### config.mk
export PLATFORM = sky130hd
export DESIGN_NAME = tlic_top
export DESIGN_NICKNAME = d
export VERILOG_FILES = /design/src/shared/tlic_pkg.sv /design/src/core/tlic_top.sv
export VERILOG_INCLUDE_DIRS = /design/src /design/src/shared
export SDC_FILE = /design/constraint.sdc
export NUM_CORES = 1
export LEC_CHECK = 0
export ABC_CLOCK_PERIOD_IN_PS = 2700
export BUFFER_PORTS_ARGS = -buffer_cell sky130_fd_sc_hd__buf_2
export CORE_ASPECT_RATIO = 0.75
export CORE_MARGIN = 5
export CORE_UTILIZATION = 47
export DETAILED_ROUTE_END_ITERATION = 10
export GPL_ROUTABILITY_DRIVEN = 0
export MAX_ROUTING_LAYER = met4
export PLACE_DENSITY_LB_ADDON = 0.12
export SLEW_MARGIN = 5
export SYNTH_ARGS = -nofsm -noshare
export SYNTH_HDL_FRONTEND = slang
export SYNTH_SLANG_ARGS = --single-unit
### constraint.sdc
create_clock -name ref_clk -period 2.7 [get_ports ref_clk]
set_input_delay 0.27 -clock ref_clk [delete_from_list [all_inputs] [get_ports ref_clk]]
set_output_delay 0.27 -clock ref_clk [all_outputs]
set_load 0.005 [all_outputs]
### src/shared/tlic_params.svh
// Offsets, field positions, reset values and vector map of the interrupt controller
`ifndef TLIC_PARAMS_SVH
`define TLIC_PARAMS_SVH

// ==========================================
// Register byte offsets
`define TLIC_OFF_IE 8'h00
`define TLIC_OFF_IP 8'h04
`define TLIC_OFF_TIMER_CONTROL_REG 8'h08
`define TLIC_OFF_STAT 8'h0C

// ==========================================
// Field positions
`define TLIC_IE_GLOBAL 7
`define TLIC_IE_WMASK 8'h9F
`define TLIC_TC_IT0 0
`define TLIC_TC_IE0 1
`define TLIC_TC_IT1 2
`define TLIC_TC_IE1 3
`define TLIC_TC_TR0 4
`define TLIC_TC_TF0 5
`define TLIC_TC_TR1 6
`define TLIC_TC_TF1 7
`define TLIC_ST_SER 0

// ==========================================
// Reset values
`define TLIC_IE_RST 8'h00
`define TLIC_IP_RST 5'h00
`define TLIC_TIMER_CONTROL_REG_RST 8'h00

// ==========================================
// Vector map
`define TLIC_VEC_BASE 16'h0003
`define TLIC_VEC_STEP 16'h0008

`endif

### src/shared/tlic_pkg.sv
// Types of the two-level interrupt controller
package tlic_pkg;

    // Source order equals fixed polling order
    typedef enum {
        TLIC_SRC_EXT0,
        TLIC_SRC_TMR0,
        TLIC_SRC_EXT1,
        TLIC_SRC_TMR1,
        TLIC_SRC_SER
    } tlic_src_t;

    typedef struct packed {
        logic [7:0] ie;
        logic [4:0] ip;
        logic [7:0] timer_control_reg;
        logic ser_flag;
        logic isr_hi;
        logic isr_lo;
        logic p0_m;
        logic p0_s;
        logic p0_prev;
        logic p1_m;
        logic p1_s;
        logic p1_prev;
        logic [4:0] samp;
        logic blk;
        logic call;
        logic [15:0] vec;
        logic [31:0] prdata;
        logic pslverr;
    } tlic_state_t;

endpackage : tlic_pkg

### src/core/tlic_top.sv
// Two-level interrupt controller with APB register access
// How it works
// - Five sources: two external pins, two timer overflows, serial unit.
// - Type-select bits in timer control choose edge or level detection.
// - Detected external event sets its flag; request only when enabled.
// - Edge mode: external flag cleared when its routine is vectored.
// - Level mode: flag follows the inverted pin, vectoring leaves it.
// - Timer requests come from overflow flags set on rollover.
// - Vectoring to an enabled timer routine clears its overflow flag.
// - Serial unit requests on good received or transmitted frame only.
// - Each source is high or low priority; set bit means high.
// - High preempts a low routine; a high routine is never preempted.
// - Equal priority: ext0, timer0, ext1, timer1, serial unit last.
// - Flags sampled each machine cycle, evaluated in the next one.
// - Accepted request makes the core run a long call to its vector.
// - No call while same or higher priority routine is in service.
// - No call unless this is the last cycle of the instruction.
// - No call during return or any write to enable or priority; a write in the machine_cycle_end clock only blocks the next poll.
// - Blocked requests are not remembered; every poll uses fresh samples.
// - Enable register: global bit 7, source enables in bits 4..0.
//
// Our own choices: the APB interface to the registers and the register addresses.
`timescale 1ns/1ns

`include "tlic_params.svh"

module tlic_top
    import tlic_pkg::*;
#(
    parameter int ADDR_W = 8
)
(
    input wire logic ref_clk,
    input wire logic rst,
    input wire logic psel,
    input wire logic penable,
    input wire logic pwrite,
    input wire logic [ADDR_W-1:0] paddr,
    input wire logic [31:0] pwdata,
    output logic [31:0] prdata,
    output logic pready,
    output logic pslverr,
    input wire logic ext_request_pin_0,
    input wire logic ext_request_pin_1,
    input wire logic timer0_rollover,
    input wire logic timer1_rollover,
    input wire logic frame_rx_done,
    input wire logic frame_rx_error,
    input wire logic frame_tx_done,
    input wire logic machine_cycle_end,
    input wire logic last_instr_cycle,
    input wire logic instr_blocks_irq,
    input wire logic return_from_interrupt_done,
    output logic long_call_req,
    output logic [15:0] long_call_vector,
    output logic in_service_high,
    output logic in_service_low,
    output logic timer0_run,
    output logic timer1_run
);

    // ==========================================
    // Elaboration checks
    generate
        if (ADDR_W < 4)
        begin : g_addr_chk
            $error("tlic_top: ADDR_W must be at least 4");
        end
    endgenerate

    // ==========================================
    // Helpers

    // Lowest set bit wins, matching the fixed polling order
    function automatic logic [2:0] tlic_pick(input logic [4:0] req);
        logic [2:0] idx;
        idx = 3'h0;
        for (int i = 4; i >= 0; i--)
        begin
            if (req[i])
            begin
                idx = 3'(i);
            end
        end
        return idx;
    endfunction : tlic_pick

    function automatic logic [15:0] tlic_vector(input logic [2:0] idx);
        return `TLIC_VEC_BASE + (16'(idx) * `TLIC_VEC_STEP);
    endfunction : tlic_vector

    function automatic logic tlic_addr_is(input logic [ADDR_W-1:0] a, input logic [7:0] off);
        return a == ADDR_W'(off);
    endfunction : tlic_addr_is

    // ==========================================
    // State
    tlic_state_t s_q;
    tlic_state_t s_d;

    logic apb_wr;
    logic apb_setup;
    logic edge0;
    logic edge1;
    logic [4:0] flags;
    logic [4:0] pend_hi;
    logic [4:0] pend_lo;
    logic blocked;
    logic take;
    logic take_hi;
    logic [2:0] win;

    always_comb
    begin
        s_d = s_q;
        s_d.call = 1'b0;
        apb_wr = psel & penable & pwrite;
        apb_setup = psel & ~penable;

        // Pin synchronisers; the second stage feeds all logic
        s_d.p0_m = ext_request_pin_0;
        s_d.p0_s = s_q.p0_m;
        s_d.p0_prev = s_q.p0_s;
        s_d.p1_m = ext_request_pin_1;
        s_d.p1_s = s_q.p1_m;
        s_d.p1_prev = s_q.p1_s;
        edge0 = s_q.p0_prev & ~s_q.p0_s;
        edge1 = s_q.p1_prev & ~s_q.p1_s;

        flags = {s_q.ser_flag, s_q.timer_control_reg[`TLIC_TC_TF1], s_q.timer_control_reg[`TLIC_TC_IE1],
                 s_q.timer_control_reg[`TLIC_TC_TF0], s_q.timer_control_reg[`TLIC_TC_IE0]};

        // ------------------------------------------
        // Polling on evaluated samples
        // priority split
        pend_hi = s_q.samp & s_q.ip;
        pend_lo = s_q.samp & ~s_q.ip;
        blocked = ~last_instr_cycle | instr_blocks_irq | s_q.blk;
        take_hi = (|pend_hi) & ~s_q.isr_hi;
        take = machine_cycle_end & ~blocked
             & (take_hi | ((|pend_lo) & ~s_q.isr_hi & ~s_q.isr_lo));
        win = take_hi ? tlic_pick(pend_hi) : tlic_pick(pend_lo);

        // Return pops the innermost level first
        if (return_from_interrupt_done)
        begin
            if (s_q.isr_hi)
            begin
                s_d.isr_hi = 1'b0;
            end
            else
            begin
                s_d.isr_lo = 1'b0;
            end
        end

        // ------------------------------------------
        // Register writes
        if (apb_wr)
        begin
            if (tlic_addr_is(paddr, `TLIC_OFF_IE))
            begin
                s_d.ie = pwdata[7:0] & `TLIC_IE_WMASK;
            end
            if (tlic_addr_is(paddr, `TLIC_OFF_IP))
            begin
                s_d.ip = pwdata[4:0];
            end
            if (tlic_addr_is(paddr, `TLIC_OFF_TIMER_CONTROL_REG))
            begin
                s_d.timer_control_reg = pwdata[7:0];
            end
            if (tlic_addr_is(paddr, `TLIC_OFF_STAT) && pwdata[`TLIC_ST_SER])
            begin
                s_d.ser_flag = 1'b0;
            end
        end

        if (machine_cycle_end)
        begin
            if (take)
            begin
                s_d.call = 1'b1;
                s_d.vec = tlic_vector(win);
                if (take_hi)
                begin
                    s_d.isr_hi = 1'b1;
                end
                else
                begin
                    s_d.isr_lo = 1'b1;
                end
                if (win == 3'h0 && s_q.timer_control_reg[`TLIC_TC_IT0])
                begin
                    s_d.timer_control_reg[`TLIC_TC_IE0] = 1'b0;
                end
                if (win == 3'h2 && s_q.timer_control_reg[`TLIC_TC_IT1])
                begin
                    s_d.timer_control_reg[`TLIC_TC_IE1] = 1'b0;
                end
                if (win == 3'h1)
                begin
                    s_d.timer_control_reg[`TLIC_TC_TF0] = 1'b0;
                end
                if (win == 3'h3)
                begin
                    s_d.timer_control_reg[`TLIC_TC_TF1] = 1'b0;
                end
            end
            // enabled flags only become requests
            // Flags cleared by this call are left out, so a served source is not served twice
            s_d.samp = flags & s_q.ie[4:0] & {5{s_q.ie[`TLIC_IE_GLOBAL]}}
                     & {s_d.ser_flag, s_d.timer_control_reg[`TLIC_TC_TF1], s_d.timer_control_reg[`TLIC_TC_IE1],
                        s_d.timer_control_reg[`TLIC_TC_TF0], s_d.timer_control_reg[`TLIC_TC_IE0]};
            s_d.blk = 1'b0;
        end

        // Own bus write to enable or priority blocks the next poll, a machine cycle later if it falls on machine_cycle_end
        if (apb_wr && (tlic_addr_is(paddr, `TLIC_OFF_IE) || tlic_addr_is(paddr, `TLIC_OFF_IP)))
        begin
            // block on enable or priority write
            s_d.blk = 1'b1;
        end

        // ------------------------------------------
        // Hardware sets last, so a set beats a same-cycle clear
        // level mode tracks the pin
        if (!s_q.timer_control_reg[`TLIC_TC_IT0])
        begin
            s_d.timer_control_reg[`TLIC_TC_IE0] = ~s_q.p0_s;
        end
        else if (edge0)
        begin
            s_d.timer_control_reg[`TLIC_TC_IE0] = 1'b1;
        end
        if (!s_q.timer_control_reg[`TLIC_TC_IT1])
        begin
            s_d.timer_control_reg[`TLIC_TC_IE1] = ~s_q.p1_s;
        end
        else if (edge1)
        begin
            s_d.timer_control_reg[`TLIC_TC_IE1] = 1'b1;
        end
        if (timer0_rollover)
        begin
            s_d.timer_control_reg[`TLIC_TC_TF0] = 1'b1;
        end
        if (timer1_rollover)
        begin
            s_d.timer_control_reg[`TLIC_TC_TF1] = 1'b1;
        end
        // errored receive frames do not request
        if ((frame_rx_done && !frame_rx_error) || frame_tx_done)
        begin
            s_d.ser_flag = 1'b1;
        end

        // ------------------------------------------
        // Read data captured in the setup cycle
        if (apb_setup)
        begin
            s_d.prdata = 32'h0000_0000;
            s_d.pslverr = 1'b0;
            if (tlic_addr_is(paddr, `TLIC_OFF_IE))
            begin
                s_d.prdata[7:0] = s_q.ie;
            end
            else if (tlic_addr_is(paddr, `TLIC_OFF_IP))
            begin
                s_d.prdata[4:0] = s_q.ip;
            end
            else if (tlic_addr_is(paddr, `TLIC_OFF_TIMER_CONTROL_REG))
            begin
                s_d.prdata[7:0] = s_q.timer_control_reg;
            end
            else if (tlic_addr_is(paddr, `TLIC_OFF_STAT))
            begin
                s_d.prdata[2:0] = {s_q.isr_lo, s_q.isr_hi, s_q.ser_flag};
            end
            else
            begin
                // Unmapped: error answer, writes dropped
                s_d.pslverr = 1'b1;
            end
        end
    end

    always_ff @(posedge ref_clk)
    begin
        if (rst)
        begin
            s_q <= '0;
            s_q.ie <= `TLIC_IE_RST;
            s_q.ip <= `TLIC_IP_RST;
            s_q.timer_control_reg <= `TLIC_TIMER_CONTROL_REG_RST;
            // Idle pins are high; avoids a false edge after reset
            s_q.p0_m <= 1'b1;
            s_q.p0_s <= 1'b1;
            s_q.p0_prev <= 1'b1;
            s_q.p1_m <= 1'b1;
            s_q.p1_s <= 1'b1;
            s_q.p1_prev <= 1'b1;
        end
        else
        begin
            s_q <= s_d;
        end
    end

    // ==========================================
    // Outputs
    assign pready = 1'b1;
    assign prdata = s_q.prdata;
    assign pslverr = s_q.pslverr & psel & penable;
    assign long_call_req = s_q.call;
    assign long_call_vector = s_q.vec;
    assign in_service_high = s_q.isr_hi;
    assign in_service_low = s_q.isr_lo;
    assign timer0_run = s_q.timer_control_reg[`TLIC_TC_TR0];
    assign timer1_run = s_q.timer_control_reg[`TLIC_TC_TR1];

endmodule : tlic_top

* Word-level counts from Yosys, hierarchy flattened
Index checks and enable logic that the tools add are counted.
** Storage, ports and cells
- Output and inout bits :: 55
- Memory bits (writable) :: 0
- Bits in latches :: 0
- Memories :: 0
- Word-level logic and storage cells :: 129
- Input bits :: 56
- Memory bits (read-only) :: 0
- Register bits :: 60
** Operators by class
- Equal/unequal tests :: 6
- Shifts and indexed selects :: 0
- Divide/modulo/power cells :: 0
- Reduce and logical (&&, ||, !) cells :: 18
- Bitwise logic cells :: 29
- $add $sub $neg :: 1
- Muxes and demuxes :: 56
- $mul :: 0
- $lt $le $gt $ge :: 0
** Operators with widths (number)
- 3-bit two-way mux :: 14
- 1-bit two-way mux :: 32
- 5-bit bitwise AND :: 5
- 18-bit two-way mux :: 1
- 17-bit two-way mux :: 1
- 8-bit by 4-bit equality test with 1-bit output (second input constant) :: 2
- 8-bit two-way mux :: 2
- 1-bit bitwise AND :: 12
- 5-bit two-way mux :: 2
- 5-bit OR reduction :: 2
- 9-bit two-way mux :: 1
- 8-bit by 3-bit equality test with 1-bit output (second input constant) :: 1
- 8-bit logical NOT :: 1
- 1-bit inverter :: 8
- 2-bit AND reduction :: 4
- 2-bit by 6-bit adder with 7-bit output (first input constant) :: 1
- 3-bit by 2-bit equality test with 1-bit output (second input constant) :: 2
- 2-bit two-way mux :: 3
- 1-bit logical AND :: 5
- 5-bit inverter :: 1
- 3-bit by 1-bit equality test with 1-bit output (second input constant) :: 1
- 3-bit logical NOT :: 1
- 1-bit bitwise OR :: 3
- 1-bit logical OR :: 2
- other kinds (3) :: 3

* Depth between registers and ports, before layout
- Depth after elaboration :: 16
- Depth in mapped cells :: 7
- Depth with buffers taken out :: 6

* Worst setup path after synthesis
OpenSTA, ideal clock, no wires.
- Path type :: in2reg
- Start :: in paddr[7]
- End :: reg s_q (netlist bit flags[2])
- Required time :: 2.577 ns
- Slack :: 0.571 ns
- Path buffers :: 1
- Stages on the path :: 7
- Library setup time :: 0.123 ns
- Arrival time :: 2.005 ns
- Cell sequence :: nor4_2 or4b_1 or3b_4 buf_6 mux2_4 o2111ai_1 o21ai_1
** On the way
- Word-level cells in the longest chain between the ends :: 9
** Ends and longest elaborated chain
- start: declaration :: RTL line tlic_top.sv:38 : input wire logic [ADDR_W-1:0] paddr,
- 8-bit by 4-bit equality test with 1-bit output * :: RTL line tlic_top.sv:93 : return a == ADDR_W'(off);
- 8-bit two-way mux * :: RTL line tlic_top.sv:169 : if (tlic_addr_is(paddr, `TLIC_OFF_TIMER_CONTROL_REG))
- 9-bit two-way mux * :: RTL line tlic_top.sv:159 : if (apb_wr)
- 1-bit two-way mux :: RTL line tlic_top.sv:197 : if (win == 3'h2 && s_q.timer_control_reg[`TLIC_TC_IT1])
- 1-bit two-way mux :: RTL line tlic_top.sv:181 : if (take)
- 1-bit two-way mux :: RTL line tlic_top.sv:179 : if (machine_cycle_end)
- 1-bit two-way mux * :: RTL line tlic_top.sv:179
- 1-bit two-way mux * :: RTL line tlic_top.sv:240 : else if (edge1)
- 1-bit two-way mux * :: RTL line tlic_top.sv:236 : if (!s_q.timer_control_reg[`TLIC_TC_IT1])
- end: declaration :: RTL line tlic_top.sv:98 : tlic_state_t s_q;
Every way passes the cells marked *; elsewhere a longest branch is shown, timed or not. The select of a mux whose other input is x is not followed.
A chain may end at the register's enable or synchronous reset.

* Final worst setup path
- Start :: reg s_q[75] (netlist bit)
- End :: reg s_q (netlist bit flags[0])
** On the way
- Word-level cells in the longest chain between the ends :: 14
- Elaborated cells on any way between the ends :: 25
- Those cells by class :: 13 x mux; 8 x bitwise; 4 x reduce/logical
** Ends and longest elaborated chain
- 5-bit inverter :: RTL line tlic_top.sv:137 : pend_lo = s_q.samp & ~s_q.ip;
- 5-bit bitwise AND :: RTL line tlic_top.sv:137
- 3-bit two-way mux (3 in a row) :: RTL line tlic_top.sv:80 : if (req[i])
- 3-bit two-way mux :: RTL line tlic_top.sv:142 : win = take_hi ? tlic_pick(pend_hi) : tlic_pick(pend_lo);
- 3-bit logical NOT :: RTL line tlic_top.sv:193 : if (win == 3'h0 && s_q.timer_control_reg[`TLIC_TC_IT0])
- 1-bit logical AND :: RTL line tlic_top.sv:193
- 1-bit two-way mux :: RTL line tlic_top.sv:193
- 1-bit two-way mux * :: RTL line tlic_top.sv:181
- 1-bit two-way mux * (2 in a row) :: RTL line tlic_top.sv:179
- 1-bit two-way mux * :: RTL line tlic_top.sv:232 : else if (edge0)
- 1-bit two-way mux * :: RTL line tlic_top.sv:228 : if (!s_q.timer_control_reg[`TLIC_TC_IT0])
Marked as above.

==> metrics.md <==
| Metric | Value |
|---|---|
| Worst Skew | around 0.0064 ns |
| Register area | 960.9 sq um |
| Layout cells sized above 1 | 24.62% |
| Hold Path Origin | ext_request_pin_0 |
| Clock sink count | 48 |
| Antenna diodes | 0 |
| Die width | ~95 um |
| Area share of the largest cell type after synthesis | 38.06% |
| Register area share after synthesis | 38.06% |
| CP Buf/Inv Count | 0 |
| Post-route setup TNS | 0 ns |
| Syn Inst Count | between 200 and 300 |
| Worst flop-to-flop path startpoint | s_q[75]$_SDFFE_PP0P_ |
| P per Cell Area | 460.6 mW/mm^2 |
| Largest net degree at the start of global routing | 42 |
| Crit-path max cell delay | 0.49 ns |
| Final HPWL DP | 4.369 mm |
| Hold path endpoint | s_d[60]$_SDFF_PP1_ |
| Total grt overflow | 0 |
| Core area | 0.005266 sq mm |
| EDFF count, synth | 0 |
| Ys async rst share | 0% |
| Postcts setup bufs | 0 |
| Slowest cell on crit path | o21ai_0 |
| Top cell type by total area after synthesis | dfxtp_1 |
| Syn_area_per_cell | 8.828 sq um |
| Fin crit period | between 2 and 2.5 ns |
| Hold slack | 0.1442 ns |
| Mapped Area | 0.002525 sq mm |
| Pins Over Slew Limit | 0 |
| Wirelength per Cell | 14.20 um |
| Slew headroom | 64.50% |
| Final Hold Viols | 0 |
| Crit Path Class | register to register |
| Reg clk slew, reported paths | roughly 0.080 ns |
| Commonest non-fill, non-tap cell in the layout | buf_2 |
| Initial DRT Pass Iterations | 4 |
| Synth Warn # | 0 |
| Main synth FF type | dfxtp_1 |
| Crit. End Element | register |
| Reg2reg end | flags[0]$_SDFF_PP0_ |
| Commonest cells after routing, fill and taps aside | buf_2, dfxtp_1, conb_1, nor2_1 |
| Utilization after layout | 51.63% |
| Root buf cell | clkbuf_8 |
| Hold WC Path Type | input pin to register |
| Final ANT Viol Nets | 0 |
| Max_cap viols | 0 |
| # setup viols final | 0 |
| Post-synthesis cell type count | 44 |
| Clock buffer depth | 2 |
| Iteration-0 DRC Markers | 162 |
| Post-CTS Hold Buffers | 0 |
| Status | completed |
| Clock Latency Late Sink | 0.30 ns |
| Initial antenna violation count | 0 |
| Vias per cell | 4.980 |
| Peak supply drop | 279.2 uV |
| Total GRT Usage | 16.75% |
| Crit path max-delay family | compound AO/OA/AOI/OAI gates |
| WL final | 5.680 mm |
| TritonCTS clock tree | done |
| R2R setup slack | 0.55 ns |
| Leakage | between 1 and 1.5 nW |
| I/O pin cnt | 111 |
| Required @ worst endpoint | 2.93 ns |
| Least-Margin Pin Slew | 0.5270 ns |
| Total die area | 0.006953 sq mm |
| PortBufs | 50 |
| CP startpoint kind | register |
| Fillers | 522 |
| Max Clock Freq | 464.9 MHz |
| # H-tree levels | 2 |
| Nets | 380 |
| Worst R2R Path Depth | 6 |
| Inserted Clock Buffers | 5 |
| FF+latch count, synth | 48 |
| Ratio of final minimum period to clock period | 79.67% |
| Design Power | around 0.0013 W |
| Crit path cell chain | nand2b_1, nor4b_1, a211oi_1, o21ai_0, nor2_1, o22ai_1 |
| CTS-repair resized insts | 0 |
| DR vias | 1992 |
| Number of global-route vias before repair | 1694 |
| Num rows | 23 |
| Global-route wire length before repair | 8.625 mm |
| CP arrival | between 2 and 2.5 ns |
| Multi-input logic area | 0.001256 sq mm |
| WHS Path Cells | 2 |
| DRC errors left | 0 |
| CP max FO | 6 |
| Initial core utilization | 47.94% |
| RSZ-0062 raised after global routing | false |
| Synth area leaders | dfxtp_1, buf_4, mux2i_1, nor2_1, a21oi_1 |
| Syn-to-layout area delta | 7.681% |
| Die H | 73.48 um |
report_power, final:
group	total, W	switching [W]	internal, W
Clock	0.000445	0.000236	0.000208
Combinational	0.0000879	0.0000549	0.0000329
Sequential	0.000720	0.00000390	0.000716
cell type report:
type	instances	area share (%)
clock inverters	1	0.2761
multi-input cells	207	46.20
repair buffers	55	10.58
inverters	7	0.9664
clock buffers	7	3.175
well taps	75	3.451
flip-flops and latches	48	35.34
sequential cells by signal, summed over array words and instances, names as in the netlist:
name / count
flags: 5
in_service_high: 1
in_service_low: 1
long_call_req: 1
long_call_vector: 4
prdata: 8
s_d: 4
s_q: 22
timer0_run: 1
timer1_run: 1
through the flow:
step	setup slack [ns]	instances	area, sq um
final	0.5490	400	2719
after CTS	0.6024	400	2719
after floorplan	0.5712	320	2653
after detailed placement	0.3066	392	2625
after global placement	0.3345	392	2625
after global routing	0.3771	400	2719
worst register-to-register path, cell delays in order, from the launching register on:
cell and delay, ns:
dfxtp_1 0.44, nand2b_1 0.19, nor4b_1 0.44, a211oi_1 0.23, o21ai_0 0.49, nor2_1 0.11, o22ai_1 0.18
synthesized netlist by cell type, types with 3 or more instances:
cell       instances
a21oi_1           16
a22oi_1            7
a2bb2oi_1          3
buf_4             49
clkbuf_1           7
dfxtp_1           48
inv_1              7
mux2_2             3
mux2i_1           18
mux4_2             3
nand2_1           18
nand2b_1           4
nand3_1            4
nor2_1            34
nor2b_1            6
o2111ai_1          5
o21ai_0           12
or2_2              7
metal layers:
| layer | part of all wire [%] | GRT usage [%] | wire [um] | vias up |
|---|---|---|---|---|
| met5 | 0 | - | 0 | - |
| met4 | 0.63 | 4.320 | 36 | 0 |
| met3 | 5.9 | 3.889 | 335 | 5 |
| met2 | 43 | 21.33 | 2422 | 55 |
| met1 | 51 | 25.87 | 2885 | 945 |
| li1 | - | - | - | 987 |
worst max path at each step:
stage	startpoint	end	depth (start not counted)
after floorplan	paddr[7]	flags[2]$_SDFF_PP0_	7
after detailed placement	paddr[7]	s_q[52]$_SDFFE_PP0P_	7
final	s_q[75]$_SDFFE_PP0P_	flags[0]$_SDFF_PP0_	6
after global placement	paddr[7]	s_q[52]$_SDFFE_PP0P_	7
after CTS	s_q[75]$_SDFFE_PP0P_	flags[0]$_SDFF_PP0_	6
after global routing	s_q[75]$_SDFFE_PP0P_	flags[0]$_SDFF_PP0_	6
kinds of logic after synthesis:
group / Yosys count / share of synthesized area [%]
and+or+nand+nor: 91 / 18.33
buffers and inverters: 65 / 17.24
AOI/OAI and AO/OA: 55 / 14.32
DFF: 48 / 38.06
muxes: 25 / 11.74
other: 2 / 0.2974
No activity file was read; power rests on OpenSTA's default activity.
